<file path="src/rtl/afh_pkg.sv">
package afh_pkg;

  // ****************************************************************
  // sizes
  // ****************************************************************
  localparam int          AFH_MAX_AXES   = 16;
  localparam int          AFH_NODE_W     = 7;
  localparam logic [6:0]  AFH_NODE_MIN   = 7'h01;
  localparam logic [6:0]  AFH_NODE_MAX   = 7'h50;
  localparam int          AFH_EVT_W      = 7;

  // ****************************************************************
  // register byte offsets
  // ****************************************************************
  localparam logic [7:0]  AFH_REG_CTRL      = 8'h00;
  localparam logic [7:0]  AFH_REG_LOCK      = 8'h04;
  localparam logic [7:0]  AFH_REG_ESTOP_LOG = 8'h08;
  localparam logic [7:0]  AFH_REG_FWD_LOG   = 8'h0C;
  localparam logic [7:0]  AFH_REG_REV_LOG   = 8'h10;
  localparam logic [7:0]  AFH_REG_STOP_MTHD = 8'h14;
  localparam logic [7:0]  AFH_REG_IRQ_STAT  = 8'h18;
  localparam logic [7:0]  AFH_REG_IRQ_CLR   = 8'h1C;
  localparam logic [7:0]  AFH_REG_IRQ_EN    = 8'h20;
  localparam logic [7:0]  AFH_REG_ERR_ESTOP = 8'h24;
  localparam logic [7:0]  AFH_REG_ERR_FWD   = 8'h28;
  localparam logic [7:0]  AFH_REG_ERR_REV   = 8'h2C;
  localparam logic [7:0]  AFH_REG_ERR_ALARM = 8'h30;
  localparam logic [7:0]  AFH_REG_ERR_MAIN  = 8'h34;
  localparam logic [7:0]  AFH_REG_UNIT_STAT = 8'h38;

  // ****************************************************************
  // field positions
  // ****************************************************************
  localparam int AFH_CTRL_ERR_RST_BIT = 0;
  localparam int AFH_UST_MEM_BIT      = 16;
  localparam int AFH_UST_PVALID_BIT   = 17;
  localparam int AFH_UST_COMM_BIT     = 18;
  localparam int AFH_EVT_MEM          = 0;
  localparam int AFH_EVT_COMM         = 1;
  localparam int AFH_EVT_MAIN         = 2;
  localparam int AFH_EVT_ESTOP        = 3;
  localparam int AFH_EVT_FWD          = 4;
  localparam int AFH_EVT_REV          = 5;
  localparam int AFH_EVT_ALARM        = 6;

  // ****************************************************************
  // reset values and display codes
  // ****************************************************************
  localparam logic        AFH_RST_ESTOP_LOG = 1'b0;
  localparam logic [15:0] AFH_RST_LIM_LOG   = 16'h0000;
  localparam logic [15:0] AFH_RST_STOP_MTHD = 16'h0000;
  localparam logic [15:0] AFH_RST_LOCK      = 16'h0000;
  localparam logic [6:0]  AFH_RST_EVT       = 7'h00;
  localparam logic [7:0]  AFH_CODE_MEM      = 8'hE9;
  localparam logic [7:0]  AFH_CODE_AXIS     = 8'hAE;
  localparam logic [7:0]  AFH_CODE_NONE     = 8'h00;

  // ****************************************************************
  // carriers
  // ****************************************************************
  typedef struct packed {
    logic estop;
    logic fwd_lim;
    logic rev_lim;
    logic drv_alarm;
    logic main_pwr_on;
  } afh_axis_in_t;

  typedef struct packed {
    logic [7:0] code;
    logic [7:0] num;
  } afh_disp_t;

  typedef struct packed {
    logic check_done;
    logic check_bad;
    logic save_done;
    logic save_bad;
  } afh_nvm_t;

endpackage

</file>
<file path="src/rtl/afh_fault_handler.sv">
// Decided for this implementation: the register offsets and the address-and-strobe port.
`timescale 1ns/1ps
module afh_fault_handler
  import afh_pkg::*;
#(
  parameter int NUM_AXES = AFH_MAX_AXES
) (
  input  wire logic                        sys_clk,
  input  wire logic                        rstn,
  input  wire logic [7:0]                  addr,
  input  wire logic [31:0]                 wdata,
  input  wire logic                        wr_en,
  input  wire logic                        rd_en,
  output logic      [31:0]                 rdata,
  input  wire afh_axis_in_t [NUM_AXES-1:0] axis_in,
  input  wire logic                        slave_fault,
  input  wire logic [AFH_NODE_W-1:0]       slave_fault_node,
  input  wire afh_nvm_t                    nvm,
  input  wire logic                        op_req,
  input  wire logic                        op_is_param,
  output logic                             op_accept,
  output logic                             op_refuse,
  output logic                             params_valid,
  output logic      [NUM_AXES-1:0]         servo_lock,
  output logic      [NUM_AXES-1:0]         axis_stop,
  output logic      [NUM_AXES-1:0]         stop_immediate,
  output afh_disp_t                        two_char_code_display,
  output logic                             unit_error_led,
  output logic                             irq
);

  if (NUM_AXES < 1 || NUM_AXES > AFH_MAX_AXES) begin : g_bad_axes
    $error("NUM_AXES out of range");
  end

  // ****************************************************************
  // register decode
  // ****************************************************************
  wire wr_ctrl   = wr_en && (addr == AFH_REG_CTRL);
  wire wr_lock   = wr_en && (addr == AFH_REG_LOCK);
  wire wr_eslog  = wr_en && (addr == AFH_REG_ESTOP_LOG);
  wire wr_fwdlog = wr_en && (addr == AFH_REG_FWD_LOG);
  wire wr_revlog = wr_en && (addr == AFH_REG_REV_LOG);
  wire wr_stopm  = wr_en && (addr == AFH_REG_STOP_MTHD);
  wire wr_irqclr = wr_en && (addr == AFH_REG_IRQ_CLR);
  wire wr_irqen  = wr_en && (addr == AFH_REG_IRQ_EN);

  logic [NUM_AXES-1:0]  lock_req_ff;
  logic                 estop_log_ff;
  logic [NUM_AXES-1:0]  fwd_log_ff;
  logic [NUM_AXES-1:0]  rev_log_ff;
  logic [NUM_AXES-1:0]  stop_mthd_ff;
  logic [AFH_EVT_W-1:0] irq_stat_ff;
  logic [AFH_EVT_W-1:0] irq_en_ff;
  logic [31:0]          rdata_ff;

  always_ff @(posedge sys_clk) begin
    if (!rstn) begin
      lock_req_ff  <= AFH_RST_LOCK[NUM_AXES-1:0];
      estop_log_ff <= AFH_RST_ESTOP_LOG;
      fwd_log_ff   <= AFH_RST_LIM_LOG[NUM_AXES-1:0];
      rev_log_ff   <= AFH_RST_LIM_LOG[NUM_AXES-1:0];
      stop_mthd_ff <= AFH_RST_STOP_MTHD[NUM_AXES-1:0];
      irq_en_ff    <= AFH_RST_EVT;
    end else begin
      if (wr_lock)   lock_req_ff  <= wdata[NUM_AXES-1:0];
      if (wr_eslog)  estop_log_ff <= wdata[0];
      if (wr_fwdlog) fwd_log_ff   <= wdata[NUM_AXES-1:0];
      if (wr_revlog) rev_log_ff   <= wdata[NUM_AXES-1:0];
      if (wr_stopm)  stop_mthd_ff <= wdata[NUM_AXES-1:0];
      if (wr_irqen)  irq_en_ff    <= wdata[AFH_EVT_W-1:0];
    end
  end

  // ****************************************************************
  // memory error and parameter validity
  // ****************************************************************
  logic mem_err_ff;
  logic params_valid_ff;
  logic first_check_ff;
  logic op_accept_ff;
  logic op_refuse_ff;

  wire mem_fault     = (nvm.save_done && nvm.save_bad) || (nvm.check_done && nvm.check_bad);
  wire mem_good      = (nvm.save_done && !nvm.save_bad) || (nvm.check_done && !nvm.check_bad);
  wire nxt_mem_err   = mem_fault || (mem_err_ff && !mem_good);
  wire nxt_pvalid    = !(first_check_ff && nvm.check_done && nvm.check_bad)
                       && (mem_good || params_valid_ff);
  wire err_rst       = wr_ctrl && wdata[AFH_CTRL_ERR_RST_BIT] && !mem_err_ff;
  wire op_ok         = op_req && (op_is_param || !mem_err_ff);

  always_ff @(posedge sys_clk) begin
    if (!rstn) begin
      mem_err_ff      <= 1'b0;
      params_valid_ff <= 1'b0;
      first_check_ff  <= 1'b1;
      op_accept_ff    <= 1'b0;
      op_refuse_ff    <= 1'b0;
    end else begin
      mem_err_ff      <= nxt_mem_err;
      params_valid_ff <= nxt_pvalid;
      if (nvm.check_done) first_check_ff <= 1'b0;
      op_accept_ff    <= op_ok;
      op_refuse_ff    <= op_req && !op_ok;
    end
  end

  // ****************************************************************
  // slave communications error
  // ****************************************************************
  logic                  comm_err_ff;
  logic [AFH_NODE_W-1:0] comm_node_ff;

  wire node_ok  = (slave_fault_node >= AFH_NODE_MIN) && (slave_fault_node <= AFH_NODE_MAX);
  wire comm_set = slave_fault && node_ok && !comm_err_ff;
  wire comm_clr = err_rst && !slave_fault;

  always_ff @(posedge sys_clk) begin
    if (!rstn) begin
      comm_err_ff  <= 1'b0;
      comm_node_ff <= '0;
    end else begin
      comm_err_ff <= comm_set || (comm_err_ff && !comm_clr);
      if (comm_set) comm_node_ff <= slave_fault_node;
    end
  end

  // ****************************************************************
  // per-axis detection
  // ****************************************************************
  logic [NUM_AXES-1:0] err_estop_ff;
  logic [NUM_AXES-1:0] err_fwd_ff;
  logic [NUM_AXES-1:0] err_rev_ff;
  logic [NUM_AXES-1:0] err_alarm_ff;
  logic [NUM_AXES-1:0] err_main_ff;
  logic [NUM_AXES-1:0] prev_estop_ff;
  logic [NUM_AXES-1:0] prev_fwd_ff;
  logic [NUM_AXES-1:0] prev_rev_ff;
  logic [NUM_AXES-1:0] servo_lock_ff;
  logic [NUM_AXES-1:0] axis_stop_ff;
  logic [NUM_AXES-1:0] estop_act;
  logic [NUM_AXES-1:0] fwd_act;
  logic [NUM_AXES-1:0] rev_act;
  logic [NUM_AXES-1:0] main_set;

  genvar a;
  generate
    for (a = 0; a < NUM_AXES; a++) begin : g_axis
      assign estop_act[a] = axis_in[a].estop == estop_log_ff;
      assign fwd_act[a]   = axis_in[a].fwd_lim == fwd_log_ff[a];
      assign rev_act[a]   = axis_in[a].rev_lim == rev_log_ff[a];
      assign main_set[a]  = !axis_in[a].main_pwr_on && servo_lock_ff[a];

      wire estop_set = estop_act[a] && !prev_estop_ff[a];
      wire fwd_set   = fwd_act[a] && !prev_fwd_ff[a];
      wire rev_set   = rev_act[a] && !prev_rev_ff[a];
      wire nxt_lock  = lock_req_ff[a] && !mem_err_ff && !err_estop_ff[a]
                       && !err_alarm_ff[a] && !estop_set && !axis_in[a].drv_alarm;

      always_ff @(posedge sys_clk) begin
        if (!rstn) begin
          prev_estop_ff[a] <= 1'b0;
          prev_fwd_ff[a]   <= 1'b0;
          prev_rev_ff[a]   <= 1'b0;
          err_estop_ff[a]  <= 1'b0;
          err_fwd_ff[a]    <= 1'b0;
          err_rev_ff[a]    <= 1'b0;
          err_alarm_ff[a]  <= 1'b0;
          err_main_ff[a]   <= 1'b0;
          servo_lock_ff[a] <= 1'b0;
          axis_stop_ff[a]  <= 1'b0;
        end else begin
          prev_estop_ff[a] <= estop_act[a];
          prev_fwd_ff[a]   <= fwd_act[a];
          prev_rev_ff[a]   <= rev_act[a];
          // set wins over reset; reset only with the cause gone
          err_estop_ff[a] <= estop_set
                             || (err_estop_ff[a] && !(err_rst && !estop_act[a]));
          err_fwd_ff[a]   <= fwd_set || (err_fwd_ff[a] && !(err_rst && !fwd_act[a]));
          err_rev_ff[a]   <= rev_set || (err_rev_ff[a] && !(err_rst && !rev_act[a]));
          err_alarm_ff[a] <= axis_in[a].drv_alarm
                             || (err_alarm_ff[a] && !err_rst);
          err_main_ff[a]  <= main_set[a]
                             || (err_main_ff[a] && !(err_rst && axis_in[a].main_pwr_on));
          servo_lock_ff[a] <= nxt_lock;
          axis_stop_ff[a]  <= fwd_set || rev_set
                              || err_fwd_ff[a] || err_rev_ff[a];
        end
      end
    end
  endgenerate

  // ****************************************************************
  // display code, unit error, interrupt
  // ****************************************************************
  wire [NUM_AXES-1:0] axis_err = err_estop_ff | err_fwd_ff | err_rev_ff
                                 | err_alarm_ff | err_main_ff;
  logic [7:0] first_axis;

  always_comb begin
    first_axis = 8'h00;
    for (int i = NUM_AXES - 1; i >= 0; i--) begin
      if (axis_err[i]) first_axis = 8'(i + 1);
    end
  end

  wire afh_disp_t nxt_disp =
      mem_err_ff  ? afh_disp_t'{code: AFH_CODE_MEM,  num: 8'h00} :
      comm_err_ff ? afh_disp_t'{code: AFH_CODE_AXIS, num: {1'b0, comm_node_ff}} :
      |axis_err   ? afh_disp_t'{code: AFH_CODE_AXIS, num: first_axis} :
                    afh_disp_t'{code: AFH_CODE_NONE, num: 8'h00};

  wire [NUM_AXES-1:0] alarm_raw;
  wire [NUM_AXES-1:0] alarm_rise = alarm_raw & ~err_alarm_ff;
  for (genvar j = 0; j < NUM_AXES; j++) begin : g_alarm
    assign alarm_raw[j] = axis_in[j].drv_alarm;
  end

  wire [AFH_EVT_W-1:0] evt_now;
  assign evt_now[AFH_EVT_MEM]   = mem_fault;
  assign evt_now[AFH_EVT_COMM]  = comm_set;
  assign evt_now[AFH_EVT_MAIN]  = |(main_set & ~err_main_ff);
  assign evt_now[AFH_EVT_ESTOP] = |(estop_act & ~prev_estop_ff);
  assign evt_now[AFH_EVT_FWD]   = |(fwd_act & ~prev_fwd_ff);
  assign evt_now[AFH_EVT_REV]   = |(rev_act & ~prev_rev_ff);
  assign evt_now[AFH_EVT_ALARM] = |alarm_rise;

  wire [AFH_EVT_W-1:0] irq_clr = wr_irqclr ? wdata[AFH_EVT_W-1:0] : '0;
  wire [AFH_EVT_W-1:0] nxt_stat = evt_now | (irq_stat_ff & ~irq_clr);

  afh_disp_t disp_ff;
  logic      unit_err_ff;
  logic      irq_ff;

  always_ff @(posedge sys_clk) begin
    if (!rstn) begin
      disp_ff     <= '{code: AFH_CODE_NONE, num: 8'h00};
      unit_err_ff <= 1'b0;
      irq_stat_ff <= AFH_RST_EVT;
      irq_ff      <= 1'b0;
    end else begin
      disp_ff     <= nxt_disp;
      unit_err_ff <= mem_err_ff || comm_err_ff || |axis_err;
      irq_stat_ff <= nxt_stat;
      irq_ff      <= |(nxt_stat & irq_en_ff);
    end
  end

  // ****************************************************************
  // read path
  // ****************************************************************
  function automatic logic [31:0] afh_ext(input logic [NUM_AXES-1:0] v);
    afh_ext = 32'(v);
  endfunction

  wire [31:0] unit_stat = {13'h0000, comm_err_ff, params_valid_ff, mem_err_ff, disp_ff};
  wire [31:0] rd_mux =
      (addr == AFH_REG_LOCK)      ? afh_ext(lock_req_ff) :
      (addr == AFH_REG_ESTOP_LOG) ? {31'h00000000, estop_log_ff} :
      (addr == AFH_REG_FWD_LOG)   ? afh_ext(fwd_log_ff) :
      (addr == AFH_REG_REV_LOG)   ? afh_ext(rev_log_ff) :
      (addr == AFH_REG_STOP_MTHD) ? afh_ext(stop_mthd_ff) :
      (addr == AFH_REG_IRQ_STAT)  ? 32'(irq_stat_ff) :
      (addr == AFH_REG_IRQ_EN)    ? 32'(irq_en_ff) :
      (addr == AFH_REG_ERR_ESTOP) ? afh_ext(err_estop_ff) :
      (addr == AFH_REG_ERR_FWD)   ? afh_ext(err_fwd_ff) :
      (addr == AFH_REG_ERR_REV)   ? afh_ext(err_rev_ff) :
      (addr == AFH_REG_ERR_ALARM) ? afh_ext(err_alarm_ff) :
      (addr == AFH_REG_ERR_MAIN)  ? afh_ext(err_main_ff) :
      (addr == AFH_REG_UNIT_STAT) ? unit_stat : 32'h00000000;

  always_ff @(posedge sys_clk) begin
    if (!rstn) rdata_ff <= 32'h00000000;
    else       rdata_ff <= rd_en ? rd_mux : 32'h00000000;
  end

  assign rdata                 = rdata_ff;
  assign op_accept             = op_accept_ff;
  assign op_refuse             = op_refuse_ff;
  assign params_valid          = params_valid_ff;
  assign servo_lock            = servo_lock_ff;
  assign axis_stop             = axis_stop_ff;
  assign stop_immediate        = stop_mthd_ff;
  assign two_char_code_display = disp_ff;
  assign unit_error_led        = unit_err_ff;
  assign irq                   = irq_ff;
endmodule

</file>
<file path="config.mk">
export PLATFORM = sky130hd
export DESIGN_NAME = afh_fault_handler
export DESIGN_NICKNAME = d
export VERILOG_FILES = /design/src/rtl/afh_pkg.sv /design/src/rtl/afh_fault_handler.sv
export SDC_FILE = /design/constraint.sdc
export NUM_CORES = 1
export LEC_CHECK = 0
export ABC_CLOCK_PERIOD_IN_PS = 7900
export BUFFER_PORTS_ARGS = -buffer_cell sky130_fd_sc_hd__buf_4
export CAP_MARGIN = 20
export CORE_ASPECT_RATIO = 0.6
export CORE_MARGIN = 5
export CORE_UTILIZATION = 45
export CTS_CLUSTER_DIAMETER = 200
export DETAILED_ROUTE_END_ITERATION = 10
export GPL_TIMING_DRIVEN = 1
export PLACE_DENSITY = 0.67
export SYNTH_ARGS = -nofsm -noshare
export SYNTH_HDL_FRONTEND = slang
export SYNTH_SLANG_ARGS = --single-unit
</file>
<file path="constraint.sdc">
create_clock -name sys_clk -period 7.9 [get_ports sys_clk]
set_input_delay 1.58 -clock sys_clk [delete_from_list [all_inputs] [get_ports sys_clk]]
set_output_delay 1.58 -clock sys_clk [all_outputs]
set_load 0.005 [all_outputs]
</file>
**Word-level counts from Yosys, hierarchy flattened**

Index checks and enable logic that the tools add are counted.

- Word-level logic and storage cells: 1,016
- Output and inout bits: 101
- Register bits after elaboration: 302
- Input bits: 138

- Mux-type cells: 33
- Bitwise logic cells: 22
- Reductions and logical operators: 713
- $lt $le $gt $ge: 2
- Equal/unequal tests: 62

Operator list:

| operator | count |
|---|---|
| 1-bit logical AND | 313 |
| 16-bit two-way mux | 16 |
| 1-bit logical NOT | 250 |
| 1-bit logical OR | 136 |
| 8-bit two-way mux | 15 |
| 16-bit OR reduction | 6 |
| 16-bit bitwise AND | 5 |
| 16-bit NOT | 5 |
| 16-bit OR | 4 |
| 8-bit by 6-bit == test with 1-bit output (second input constant) | 7 |
| 1-bit == test | 48 |
| 8-bit by 5-bit == test with 1-bit output (second input constant) | 4 |
| 19-bit OR reduction | 1 |
| 8-bit by 4-bit == test with 1-bit output (second input constant) | 2 |
| 15-bit OR reduction | 1 |
| 7-bit bitwise AND | 2 |
| 14-bit OR reduction | 1 |
| 8-bit by 3-bit == test with 1-bit output (second input constant) | 1 |
| 8-bit logical NOT | 1 |
| 7-bit by 1-bit greater-or-equal comparator with 1-bit output (second input constant) | 1 |
| 7-bit less-or-equal comparator (second input constant) | 1 |
| 7-bit two-way mux | 1 |
| 7-bit NOT | 1 |
| 7-bit OR | 1 |
| other kinds (6) | 9 |

**Longest topological paths before layout**

Gate-level depths: netlist (run 1).

- Depth after elaboration: 23
- Depth in mapped cells: 10
- Gate-level depth less buffers: 7

**Worst setup path before layout (run 1)**

No wires, ideal clock.

- Kind: input to register
- Start: in addr[1]
- End: reg rdata_ff[13], in the netlist rdata[13]
- Arrival time: 3.423 ns
- Stages on the path: 8
- Setup slack: 4.350 ns
- Path buffers: 1
- Cell sequence: nor4_1 -> nand2_1 -> clkbuf_1 -> or2_2 -> a32oi_1 -> a31oi_1 -> a21oi_1 -> nor2_1

- Word-level cells in the longest chain between the ends: 14
- Elaborated cells on any way between the ends: 26
- Those cells by class: eq/ne: 13; mux: 13

RTL lines:

| what | RTL line | source |
|---|---|---|
| from (decl) | afh_fault_handler.sv:10 | `input wire logic [7:0] addr,` |
| 8-bit by 6-bit == test with 1-bit output | afh_fault_handler.sv:270 | `(addr == AFH_REG_UNIT_STAT) ? unit_stat : 32'h00000000;` |
| 16-bit two-way mux | afh_fault_handler.sv:270 |  |
| 16-bit two-way mux | afh_fault_handler.sv:269 | `(addr == AFH_REG_ERR_MAIN) ? afh_ext(err_main_ff) :` |
| 16-bit two-way mux | afh_fault_handler.sv:268 | `(addr == AFH_REG_ERR_ALARM) ? afh_ext(err_alarm_ff) :` |
| 16-bit two-way mux | afh_fault_handler.sv:267 | `(addr == AFH_REG_ERR_REV) ? afh_ext(err_rev_ff) :` |
| 16-bit two-way mux | afh_fault_handler.sv:266 | `(addr == AFH_REG_ERR_FWD) ? afh_ext(err_fwd_ff) :` |
| 16-bit two-way mux | afh_fault_handler.sv:265 | `(addr == AFH_REG_ERR_ESTOP) ? afh_ext(err_estop_ff) :` |
| 16-bit two-way mux | afh_fault_handler.sv:264 | `(addr == AFH_REG_IRQ_EN) ? 32'(irq_en_ff) :` |
| 16-bit two-way mux | afh_fault_handler.sv:263 | `(addr == AFH_REG_IRQ_STAT) ? 32'(irq_stat_ff) :` |
| 16-bit two-way mux | afh_fault_handler.sv:262 | `(addr == AFH_REG_STOP_MTHD) ? afh_ext(stop_mthd_ff) :` |
| 16-bit two-way mux | afh_fault_handler.sv:261 | `(addr == AFH_REG_REV_LOG) ? afh_ext(rev_log_ff) :` |
| 16-bit two-way mux | afh_fault_handler.sv:260 | `(addr == AFH_REG_FWD_LOG) ? afh_ext(fwd_log_ff) :` |
| 16-bit two-way mux | afh_fault_handler.sv:259 | `(addr == AFH_REG_ESTOP_LOG) ? {31'h00000000, estop_log_ff} :` |
| 16-bit two-way mux (*) | afh_fault_handler.sv:258 | `(addr == AFH_REG_LOCK) ? afh_ext(lock_req_ff) :` |
| to (signal assigned) | afh_fault_handler.sv:274 | `else rdata_ff <= rd_en ? rd_mux : 32'h00000000;` |
| to (decl) | afh_fault_handler.sv:55 | `logic [31:0] rdata_ff;` |

Every way passes the cells marked *; elsewhere a longest branch is shown, timed or not.
A chain may end at the register's enable or synchronous reset.

**Final worst setup path (run 1)**

- Start: in addr[4]
- End: reg rdata_ff[3], in the netlist rdata[3]

The elaborated chain is that of the path after synthesis.

==> flow_summary.html, run 1 <==
<table>
<tr><th>Metric</th><th>Value</th></tr>
<tr><th colspan="2">Drt</th></tr>
<tr><td>Violation count after the first detailed-route iteration</td><td>approximately 1700</td></tr>
<tr><td>Total Wirelength</td><td>47.8 mm</td></tr>
<tr><td>Routed Antenna Nets</td><td>0</td></tr>
<tr><td>Length of the first detailed-routing pass in iterations</td><td>6</td></tr>
<tr><td>Vias after detailed routing</td><td>12300</td></tr>
<tr><td>Wirelength per Cell</td><td>around 23 um</td></tr>
<tr><td>DRC Markers</td><td>0</td></tr>
<tr><td>Vias per cell</td><td>between 5 and 6</td></tr>
<tr><th colspan="2">Synth</th></tr>
<tr><td>Number of flops mapped to enable cells by yosys</td><td>0</td></tr>
<tr><td>Cell taking the most area after synthesis</td><td>sky130_fd_sc_hd__dfxtp_1</td></tr>
<tr><td>Per-instance average area after synthesis</td><td>7.89 um^2</td></tr>
<tr><td>Post-Synthesis Cells</td><td>roughly 1500</td></tr>
<tr><td>Yosys warning total</td><td>0</td></tr>
<tr><td>Top FF cell, synth</td><td>sky130_fd_sc_hd__dfxtp_1</td></tr>
<tr><td>Top area cells in the synthesized netlist</td><td>sky130_fd_sc_hd__dfxtp_1 46%, sky130_fd_sc_hd__a21oi_1 8.4%, sky130_fd_sc_hd__nand2_1 7.4%, sky130_fd_sc_hd__nor2_1 6.7%, sky130_fd_sc_hd__and2_1 2.3%</td></tr>
<tr><td>Unique cell type count in the Yosys netlist</td><td>62</td></tr>
<tr><td>Post-synthesis instance area</td><td>12200 um^2</td></tr>
<tr><td>Share of flip-flops with an asynchronous set or reset</td><td>0</td></tr>
<tr><td>Fraction of synthesized cell area taken by the top area cell type</td><td>0.464</td></tr>
<tr><td>Post-synthesis register bit count</td><td>around 280</td></tr>
<tr><td>Post-synthesis sequential area ratio</td><td>0.464</td></tr>
<tr><th colspan="2">STA</th></tr>
<tr><td>Fin Setup TNS</td><td>0 ns</td></tr>
<tr><td>Hold violation total from the final report</td><td>0</td></tr>
<tr><td>Post-route minimum period</td><td>~4 ns</td></tr>
<tr><td>Worst slew slack as a fraction of its limit</td><td>0.292</td></tr>
<tr><td>Slew at the pin with the worst max-slew slack</td><td>1.06 ns</td></tr>
<tr><td>Clock skew after layout</td><td>0.0124 ns</td></tr>
<tr><td>Share of the cycle needed by the critical path after routing</td><td>0.494</td></tr>
<tr><td>Setup violators final</td><td>0</td></tr>
<tr><td>RSZ-0062 raised after global routing</td><td>no</td></tr>
<tr><td>Highest attainable clock frequency</td><td>256 MHz</td></tr>
<tr><td>Worst hold margin</td><td>0.467 ns</td></tr>
<tr><td>Final Slew Violations</td><td>0</td></tr>
<tr><th colspan="2">Finish</th></tr>
<tr><td>P&amp;R area growth vs syn</td><td>21.6%</td></tr>
<tr><td>Fill cells</td><td>2584</td></tr>
<tr><td>Final Instance Count excl. Fillers</td><td>2099</td></tr>
<tr><td>End-of-flow core utilization</td><td>0.559</td></tr>
<tr><td>Final Net Count</td><td>1856</td></tr>
<tr><td>Most frequent standard cell in the layout excluding fill and tap cells</td><td>sky130_fd_sc_hd__dfxtp_1</td></tr>
<tr><td>Antenna diode count</td><td>0</td></tr>
<tr><td>Summed area of non-filler cells in the final layout</td><td>around 15000 um^2</td></tr>
<tr><td>Most frequent cells in the layout</td><td>283 x sky130_fd_sc_hd__dfxtp_1, 242 x sky130_fd_sc_hd__nand2_1, 217 x sky130_fd_sc_hd__nor2_1, 217 x sky130_fd_sc_hd__buf_4, 204 x sky130_fd_sc_hd__a21oi_1</td></tr>
<tr><td>Footprint of the multi-input gates</td><td>5970 um^2</td></tr>
<tr><td>Area occupied by registers</td><td>5670 um^2</td></tr>
<tr><td>Share of layout cells above drive strength 1</td><td>0.158</td></tr>
<tr><th colspan="2">Global route</th></tr>
<tr><td>Number of antenna violations at the first check in global routing</td><td>2</td></tr>
<tr><td>Total track usage</td><td>0.297</td></tr>
<tr><td>Vias in the first global route</td><td>11200</td></tr>
<tr><td>Global-route wire length before repair</td><td>69.1 mm</td></tr>
<tr><td>Global-route congestion overflow total</td><td>0</td></tr>
<tr><td>Pin count of the biggest net entering global routing</td><td>around 130</td></tr>
<tr><th colspan="2">Pwr</th></tr>
<tr><td>Total leakage power</td><td>5.96 nW</td></tr>
<tr><td>Pwr per Cell Area</td><td>between 200 and 250 nW/um^2</td></tr>
<tr><td>Worst supply voltage drop on vdd</td><td>0.000129 V</td></tr>
<tr><th colspan="2">Clocking</th></tr>
<tr><td>Post-CTS Setup Repair Bufs</td><td>0</td></tr>
<tr><td>Clock latency on the worst-skew pair</td><td>roughly 0.57 ns</td></tr>
<tr><td>Clock tree from TritonCTS</td><td>yes</td></tr>
<tr><td>CTS sink cnt</td><td>roughly 280</td></tr>
<tr><td>Number of H-tree levels</td><td>1</td></tr>
<tr><td>Total of cells resized after clock tree synthesis</td><td>0</td></tr>
<tr><td>CTS Buffer Depth</td><td>3</td></tr>
<tr><td>Buffer type at the clock tree root</td><td>sky130_fd_sc_hd__clkbuf_16</td></tr>
<tr><td>Hold-fix buffer count after cts</td><td>0</td></tr>
<tr><td>Clk pin slew, worst setup/hold paths</td><td>0.07 ns</td></tr>
<tr><td>TritonCTS buffer count</td><td>27</td></tr>
<tr><th colspan="2">Run status</th></tr>
<tr><td>Run status</td><td>finished, final reports clean</td></tr>
<tr><th colspan="2">Place</th></tr>
<tr><td>Port buffer count</td><td>207</td></tr>
<tr><td>Standard cell area after detailed placement</td><td>13900 um^2</td></tr>
<tr><td>Placer Congestion</td><td>0.948</td></tr>
<tr><td>HPWL after detailed placement</td><td>35.9 mm</td></tr>
<tr><td>Placed Cells incl. Taps</td><td>2048</td></tr>
<tr><th colspan="2">Setup path</th></tr>
<tr><td>Startpoint Class</td><td>input port</td></tr>
<tr><td>Start of the worst register-to-register path</td><td>err_fwd_ff[13]</td></tr>
<tr><td>List of cells traversed by the critical path</td><td>buf_4 &gt; or4b_2 &gt; nor2_1 &gt; a221oi_1 &gt; a2111oi_0 &gt; a221oi_1 &gt; o22ai_1</td></tr>
<tr><td>Crit Path Max Fanout</td><td>10</td></tr>
<tr><td>Kind of end point of the critical path</td><td>flip-flop</td></tr>
<tr><td>Largest incremental delay on the critical path</td><td>0.82 ns</td></tr>
<tr><td>Endpoint of the worst register-to-register path</td><td>two_char_code_display[13]</td></tr>
<tr><td>Number of cells traversed by the worst register-to-register path</td><td>7</td></tr>
<tr><td>Cell with the largest stage delay on the worst path</td><td>sky130_fd_sc_hd__nor2_1</td></tr>
<tr><td>Arrival time of data at the critical path endpoint</td><td>4.35 ns</td></tr>
<tr><td>Most repeated library cell on the critical path</td><td>sky130_fd_sc_hd__a221oi_1</td></tr>
<tr><td>Buffering stage count on the worst path with inverters included</td><td>1</td></tr>
<tr><td>Required time reported for the critical path endpoint</td><td>roughly 8.4 ns</td></tr>
<tr><td>R2R Setup Slk</td><td>4.87 ns</td></tr>
<tr><td>Path type of the worst setup path</td><td>input port to flip-flop</td></tr>
<tr><td>Dominant delay contributor by cell family on the critical path</td><td>simple AND/OR/NAND/NOR gates</td></tr>
<tr><th colspan="2">Run</th></tr>
<tr><td>MaxCap Viol Count</td><td>0</td></tr>
<tr><th colspan="2">Hold path</th></tr>
<tr><td>Worst hold path type</td><td>flip-flop to flip-flop</td></tr>
<tr><td>Worst min-delay path endpoint</td><td>two_char_code_display[1]</td></tr>
<tr><td>Hold path cells</td><td>2</td></tr>
<tr><td>Beginning of the worst hold path</td><td>comm_node_ff[1]</td></tr>
<tr><th colspan="2">Floorplanning</th></tr>
<tr><td>DIE AREA</td><td>30600 um^2</td></tr>
<tr><td>Chip width</td><td>223 um</td></tr>
<tr><td>Initial core utilization</td><td>0.459</td></tr>
<tr><td>Die Span Y</td><td>~140 um</td></tr>
<tr><td>Placement row count</td><td>46</td></tr>
<tr><td>I/O pin cnt</td><td>239</td></tr>
<tr><td>Core Box Area</td><td>26600 um^2</td></tr>
</table>
-- routing by layer --
metal  GRT usage  wire, um  vias up
li1            -         -     5664
met1       0.447     21600     5800
met2       0.398     18000      762
met3       0.115      7110       77
met4      0.0622      1030        4
met5           0        22        -
-- final cells by class --
| cell class | instances | share of cell area |
|---|---|---|
| Clock buffer | 34 | 0.0486 |
| Clock inverter | 16 | 0.0120 |
| Inverter | 63 | 0.0163 |
| Multi-Input combinational cell | 1126 | 0.402 |
| Sequential cell | 283 | 0.381 |
| Tap cell | 360 | 0.0303 |
| Timing Repair Buffer | 217 | 0.110 |
-- through the flow --
step	power (mW)	worst slack [ns]
6_report	3.18	4.00
5_1_grt	3.28	3.81
4_1_cts	3.18	4.06
3_5_place_dp	1.85	3.48
3_3_place_gp	1.85	3.51
2_1_floorplan	1.70	4.35
-- registers in the layout, indices dropped and copies added, names as in the netlist, 10 cells and up --
register               count
err_fwd_ff                16
err_alarm_ff              16
axis_stop                 16
err_main_ff               16
err_rev_ff                16
rdata                     19
two_char_code_display     10
servo_lock                16
prev_estop_ff             16
stop_immediate            16
prev_rev_ff               16
lock_req_ff               16
prev_fwd_ff               16
fwd_log_ff                16
err_estop_ff              16
rev_log_ff                16
-- Yosys cell counts (all sizes together) (2+ instances only) --
library cell / n
dfxtp: 283
nand2: 242
nor2: 219
a21oi: 204
clkbuf: 67
inv: 63
and2: 47
o21ai: 44
xor2: 31
nor4: 30
a22oi: 28
buf: 23
nor3: 23
o22ai: 22
nor2b: 20
a221oi: 18
o221ai: 17
xnor2: 17
nand3: 16
o21bai: 16
or4: 13
and3: 12
mux2i: 11
nand4: 8
o211ai: 7
or2: 7
a2111oi: 6
a31oi: 6
nor4b: 5
o31a: 5
a22o: 4
a21o: 3
a221o: 3
a211oi: 2
a222oi: 2
nand2b: 2
nand3b: 2
nor3b: 2
nor4bb: 2
or3: 2
-- cell families (layout without fill, tap and decap cells) --
kind of cell,Yosys count,count (layout),share of synthesized area
XOR/XNOR,48,48,0.0344
flip-flops,283,283,0.464
buffers and inverters,153,330,0.0530
other,1,15,0.000307
multiplexers,11,11,0.00902
AND/OR/NAND/NOR,654,654,0.241
AO/OA/AOI/OAI,398,398,0.198
-- worst max path at each step --
stage	to	from	slack (ns)	cells past startpoint
after floorplan	rdata[13]	addr[1]	4.35	8
after global placement	rdata[3]	addr[4]	3.51	7
after detailed placement	rdata[14]	addr[4]	3.48	6
after CTS	rdata[10]	addr[4]	4.06	7
after global routing	rdata[10]	addr[4]	3.81	7
final	rdata[3]	addr[4]	4.00	7
-- worst min-delay path: cells and delay by family, from the launching register on --
family | cells | cell delay, ns
AO/OA/AOI/OAI | 1 | 0.05
flip-flops | 1 | 0.32
AND/OR/NAND/NOR | 1 | 0.06
-- power by group --
| group | switching [mW] | internal (mW) | leakage [nW] | total (mW) |
|---|---|---|---|---|
| Combinational | 0.174 | 0.126 | 3.20 | 0.300 |
| Sequential | 0.0529 | 1.48 | 2.32 | 1.53 |
| Clock | 0.597 | 0.752 | 0.437 | 1.35 |
| Total | 0.824 | 2.36 | 5.96 | 3.18 |
(Power assumes the default switching activity.)
==> run 2: changes to the inputs <==
--- a/config.mk
+++ b/config.mk
@@ -5,7 +5,8 @@
 export SDC_FILE = /design/constraint.sdc
 export NUM_CORES = 1
 export LEC_CHECK = 0
-export ABC_CLOCK_PERIOD_IN_PS = 7900
+export ABC_AREA = 1
+export ABC_CLOCK_PERIOD_IN_PS = 3270
 export BUFFER_PORTS_ARGS = -buffer_cell sky130_fd_sc_hd__buf_4
 export CAP_MARGIN = 20
 export CORE_ASPECT_RATIO = 0.6
@@ -14,7 +15,7 @@
 export CTS_CLUSTER_DIAMETER = 200
 export DETAILED_ROUTE_END_ITERATION = 10
 export GPL_TIMING_DRIVEN = 1
-export PLACE_DENSITY = 0.67
+export PLACE_DENSITY = 0.7
 export SYNTH_ARGS = -nofsm -noshare
 export SYNTH_HDL_FRONTEND = slang
 export SYNTH_SLANG_ARGS = --single-unit
==> constraint.sdc (replaced) <==
create_clock -name sys_clk -period 3.27 [get_ports sys_clk]
set_input_delay 0.654 -clock sys_clk [delete_from_list [all_inputs] [get_ports sys_clk]]
set_output_delay 0.654 -clock sys_clk [all_outputs]
set_load 0.005 [all_outputs]
==> run 2 against run 1 <==
  * Clock power is 130% higher
  * Synthesized cell count is 0.45% higher
  * Sequential cell count stayed put
  * Register-to-register slack worse by 4.4 ns
  * Largest cell class is now registers
  * Largest power group unchanged
==> flow_summary.html, run 2 <==
<table>
<tr><th>Metric</th><th>Value</th></tr>
<tr><th colspan="2">Run status</th></tr>
<tr><td>Run status</td><td>finished, final reports clean</td></tr>
<tr><th colspan="2">STA</th></tr>
<tr><td>Post-route minimum period</td><td>2.79 ns</td></tr>
<tr><td>Clock skew after layout</td><td>0.00763 ns (-0.00478 ns)</td></tr>
<tr><td>Final Slew Violations</td><td>0 (unchanged)</td></tr>
<tr><td>Highest attainable clock frequency</td><td>358 MHz</td></tr>
<tr><td>Slew at the pin with the worst max-slew slack</td><td>0.881 ns (-0.180 ns)</td></tr>
<tr><td>Fin Setup TNS</td><td>0 ns (unchanged)</td></tr>
<tr><td>Share of the cycle needed by the critical path after routing</td><td>0.853</td></tr>
<tr><td>Setup violators final</td><td>0 (unchanged)</td></tr>
<tr><td>Hold violation total from the final report</td><td>0 (unchanged)</td></tr>
<tr><td>Final worst setup slack</td><td>0.481 ns (-3.52 ns)</td></tr>
<tr><td>Worst slew slack as a fraction of its limit</td><td>0.407 (+0.115)</td></tr>
<tr><td>RSZ-0062 raised after global routing</td><td>no</td></tr>
<tr><td>Worst hold margin</td><td>0.256 ns (-0.210 ns)</td></tr>
<tr><th colspan="2">Synth</th></tr>
<tr><td>Top area cells in the synthesized netlist</td><td>sky130_fd_sc_hd__dfxtp_1 47%, sky130_fd_sc_hd__a21oi_1 6.8%, sky130_fd_sc_hd__nand2_1 6.8%, sky130_fd_sc_hd__nor2_1 6.2%, sky130_fd_sc_hd__o21ai_0 5.5%</td></tr>
<tr><td>Unique cell type count in the Yosys netlist</td><td>55 (-11%)</td></tr>
<tr><td>Yosys warning total</td><td>0 (unchanged)</td></tr>
<tr><td>Share of flip-flops with an asynchronous set or reset</td><td>0 (unchanged)</td></tr>
<tr><td>Fraction of synthesized cell area taken by the top area cell type</td><td>0.470 (+0.00568)</td></tr>
<tr><td>Simple logic cell fraction of the synthesized area</td><td>0.216 (-0.0250)</td></tr>
<tr><td>Dominant combinational cell family by area after synthesis</td><td>simple AND/OR/NAND/NOR gates</td></tr>
<tr><td>Number of flops mapped to enable cells by yosys</td><td>0 (unchanged)</td></tr>
<tr><td>Top FF cell, synth</td><td>sky130_fd_sc_hd__dfxtp_1</td></tr>
<tr><td>Post-synthesis sequential area ratio</td><td>0.470 (+0.00568)</td></tr>
<tr><td>Most instantiated library cell after synthesis</td><td>sky130_fd_sc_hd__dfxtp_1</td></tr>
<tr><td>Fraction of synthesized area in multiplexers</td><td>0 (-0.00902)</td></tr>
<tr><td>Post-synthesis register bit count</td><td>283 (unchanged)</td></tr>
<tr><td>Compound-cell area share of the yosys netlist</td><td>0.188 (-0.0100)</td></tr>
<tr><td>Post-Synthesis Cells</td><td>1555 (+0.45%)</td></tr>
<tr><td>Per-instance average area after synthesis</td><td>7.76 um^2 (-1.7%)</td></tr>
<tr><td>List of most frequent post-synthesis cells</td><td>283 x sky130_fd_sc_hd__dfxtp_1, 217 x sky130_fd_sc_hd__nand2_1, 198 x sky130_fd_sc_hd__nor2_1</td></tr>
<tr><td>Synthesized-area fraction occupied by xor and xnor cells</td><td>0.0348 (+0.000421)</td></tr>
<tr><td>Adder-cell area share of the yosys netlist</td><td>0 (unchanged)</td></tr>
<tr><td>Post-synthesis instance area</td><td>12100 um^2 (-1.2%)</td></tr>
<tr><td>Cell taking the most area after synthesis</td><td>sky130_fd_sc_hd__dfxtp_1</td></tr>
<tr><th colspan="2">Setup path</th></tr>
<tr><td>Most repeated library cell on the critical path</td><td>sky130_fd_sc_hd__nor2_1</td></tr>
<tr><td>Buffering stage count on the worst path with inverters included</td><td>0 (-1)</td></tr>
<tr><td>Arrival time of data at the critical path endpoint</td><td>3.21 ns (-1.14 ns)</td></tr>
<tr><td>Largest incremental delay on the critical path</td><td>0.78 ns (-0.04 ns)</td></tr>
<tr><td>List of cells traversed by the critical path</td><td>xor2_1 &gt; nor2_1 &gt; nor4_1 &gt; nand4_1 &gt; nand2_1 &gt; nand4_1 &gt; nor2_1 &gt; nor2_1</td></tr>
<tr><td>Crit Path Max Fanout</td><td>8 (-2)</td></tr>
<tr><td>Path type of the worst setup path</td><td>flip-flop to flip-flop</td></tr>
<tr><td>Startpoint Class</td><td>flip-flop</td></tr>
<tr><td>Dominant delay contributor by cell family on the critical path</td><td>simple AND/OR/NAND/NOR gates</td></tr>
<tr><td>Kind of end point of the critical path</td><td>flip-flop</td></tr>
<tr><td>Required time reported for the critical path endpoint</td><td>3.69 ns (-4.67 ns)</td></tr>
<tr><td>Cell with the largest stage delay on the worst path</td><td>sky130_fd_sc_hd__nor4_1</td></tr>
<tr><th colspan="2">Clocking</th></tr>
<tr><td>CTS Buffer Depth</td><td>3 (unchanged)</td></tr>
<tr><td>Buffer type at the clock tree root</td><td>sky130_fd_sc_hd__clkbuf_16</td></tr>
<tr><td>Total of cells resized after clock tree synthesis</td><td>0 (unchanged)</td></tr>
<tr><td>Clock tree from TritonCTS</td><td>yes</td></tr>
<tr><td>Hold-fix buffer count after cts</td><td>0 (unchanged)</td></tr>
<tr><td>TritonCTS buffer count</td><td>26 (-3.7%)</td></tr>
<tr><td>Clk pin slew, worst setup/hold paths</td><td>0.07 ns (about the same)</td></tr>
<tr><td>Clock latency on the worst-skew pair</td><td>0.56 ns (about the same)</td></tr>
<tr><td>Number of H-tree levels</td><td>1 (unchanged)</td></tr>
<tr><td>Post-CTS Setup Repair Bufs</td><td>0 (unchanged)</td></tr>
<tr><td>CTS sink cnt</td><td>283 (unchanged)</td></tr>
<tr><th colspan="2">Drt</th></tr>
<tr><td>Violation count after the first detailed-route iteration</td><td>1613 (-3.9%)</td></tr>
<tr><td>Vias per cell</td><td>5.50 (-6.2%)</td></tr>
<tr><td>Length of the first detailed-routing pass in iterations</td><td>5 (-1)</td></tr>
<tr><td>Wirelength per Cell</td><td>20.7 um (-9.3%)</td></tr>
<tr><td>Total Wirelength</td><td>44.0 mm (-7.9%)</td></tr>
<tr><td>Vias after detailed routing</td><td>11700 (-4.9%)</td></tr>
<tr><td>DRC Markers</td><td>0 (unchanged)</td></tr>
<tr><td>Routed Antenna Nets</td><td>0 (unchanged)</td></tr>
<tr><th colspan="2">Global route</th></tr>
<tr><td>Pin count of the biggest net entering global routing</td><td>119 (-6.3%)</td></tr>
<tr><td>Global-route wire length before repair</td><td>64.3 mm (-7.0%)</td></tr>
<tr><td>Number of antenna violations at the first check in global routing</td><td>1 (-1)</td></tr>
<tr><td>Global-route congestion overflow total</td><td>0 (unchanged)</td></tr>
<tr><td>Vias in the first global route</td><td>10600 (-5.9%)</td></tr>
<tr><td>Total track usage</td><td>0.277 (-0.0197)</td></tr>
<tr><th colspan="2">Place</th></tr>
<tr><td>Placement Setup Slack</td><td>0.563 ns (-2.91 ns)</td></tr>
<tr><td>HPWL after detailed placement</td><td>33.7 mm (-6.3%)</td></tr>
<tr><td>Placer Congestion</td><td>0.953 (+0.50%)</td></tr>
<tr><td>Standard cell area after detailed placement</td><td>13900 um^2 (-0.54%)</td></tr>
<tr><td>Port buffer count</td><td>207 (unchanged)</td></tr>
<tr><td>Placed Cells incl. Taps</td><td>2082 (+1.7%)</td></tr>
<tr><th colspan="2">Finish</th></tr>
<tr><td>Most frequent cells in the layout</td><td>283 x sky130_fd_sc_hd__dfxtp_1, 226 x sky130_fd_sc_hd__buf_4, 217 x sky130_fd_sc_hd__nand2_1</td></tr>
<tr><td>Fill cells</td><td>2502 (-3.2%)</td></tr>
<tr><td>P&amp;R area growth vs syn</td><td>22.2%</td></tr>
<tr><td>Final Net Count</td><td>1889 (+1.8%)</td></tr>
<tr><td>Most frequent standard cell in the layout excluding fill and tap cells</td><td>sky130_fd_sc_hd__dfxtp_1</td></tr>
<tr><td>Share of layout cells above drive strength 1</td><td>0.197 (+0.0396)</td></tr>
<tr><td>Area occupied by registers</td><td>5670 um^2 (unchanged)</td></tr>
<tr><td>Number of flip-flops under the largest register name</td><td>19 (unchanged)</td></tr>
<tr><td>Final Instance Count excl. Fillers</td><td>2130 (+1.5%)</td></tr>
<tr><td>Summed area of non-filler cells in the final layout</td><td>14700 um^2 (-0.71%)</td></tr>
<tr><td>Footprint of the multi-input gates</td><td>5360 um^2 (-10%)</td></tr>
<tr><td>Antenna diode count</td><td>0 (unchanged)</td></tr>
<tr><th colspan="2">Pwr</th></tr>
<tr><td>Sw power</td><td>1.88 mW (+130%)</td></tr>
<tr><td>Total leakage power</td><td>6.68 nW (+12%)</td></tr>
<tr><td>Pwr per Cell Area</td><td>508 nW/um^2 (+140%)</td></tr>
<tr><td>Net Sw Frac</td><td>0.251 (-0.00815)</td></tr>
<tr><td>Clock network fraction of total power</td><td>0.414 (-0.010)</td></tr>
<tr><td>Comb power frac</td><td>0.095 (about the same)</td></tr>
<tr><td>Sequential cell fraction of total power</td><td>0.491 (+0.009)</td></tr>
<tr><td>Worst supply voltage drop on vdd</td><td>0.000312 V (+140%)</td></tr>
<tr><td>P_int</td><td>5.62 mW (+140%)</td></tr>
<tr><th colspan="2">Floorplanning</th></tr>
<tr><td>Initial core utilization</td><td>0.457 (-0.00259)</td></tr>
<tr><td>Die Span Y</td><td>137 um (-0.56%)</td></tr>
<tr><td>Placement row count</td><td>46 (unchanged)</td></tr>
<tr><td>Chip width</td><td>221 um (-0.58%)</td></tr>
<tr><td>DIE AREA</td><td>30300 um^2 (-1.1%)</td></tr>
<tr><td>I/O pin cnt</td><td>239 (unchanged)</td></tr>
<tr><td>Core Box Area</td><td>26400 um^2 (-0.65%)</td></tr>
<tr><th colspan="2">Hold path</th></tr>
<tr><td>Worst hold path type</td><td>input port to flip-flop</td></tr>
<tr><th colspan="2">Run</th></tr>
<tr><td>MaxCap Viol Count</td><td>0 (unchanged)</td></tr>
</table>
## run 2: path summary, 6_finish.rpt
| kind | from | endpoint | slack [ns] | depth (start not counted) |
|---|---|---|---|---|
| worst max-delay path | estop_log_ff | irq | 0.48 | 8 |
| worst min-delay path | op_is_param | op_refuse | 0.26 | 2 |
| worst max register to register | estop_log_ff | irq | 0.48 | 8 |
| worst min register to register | first_check_ff | first_check_ff | 0.45 | 2 |
## run 2: cell families (layout without fill, tap and decap cells)
family                 Yosys count  count (layout)
AND/OR/NAND/NOR                565             565
AO/OA/AOI/OAI                  402             402
flip-flops                     283             283
buffers and inverters          256             457
XOR/XNOR                        48              48
other                            1              15
## run 2: area by class of cell
class / count / area share
flip-flops and latches: 283 / 0.384
multi-input cells: 1030 / 0.363
repair buffers: 228 / 0.118
clock buffers: 40 / 0.0511
inverters: 182 / 0.0463
well taps: 360 / 0.0305
clock inverters: 7 / 0.00653
## run 2: stage by stage
stage | total power, mW | util
after floorplan | 4.10 | -
after global placement | 4.43 | 0.525
after detailed placement | 4.44 | 0.525
after CTS | 7.50 | 0.557
after global routing | 7.75 | 0.558
final | 7.50 | 0.558
## run 2: routing by layer
metal  GRT usage  up-vias  part of all wire
met5           0        -           0.00030
met4      0.0554        2             0.019
met3      0.0853       57              0.13
met2       0.364      657              0.38
met1       0.439     5475              0.47
li1            -     5519                 -
## run 2: power by group through the flow
stage,Combinational [mW],Sequential (mW),Clock [mW]
final,0.709,3.68,3.10
after global routing,0.774,3.69,3.28
after CTS,0.692,3.68,3.13
after detailed placement,0.689,3.75,0
after global placement,0.677,3.75,0
after floorplan,0.376,3.72,0
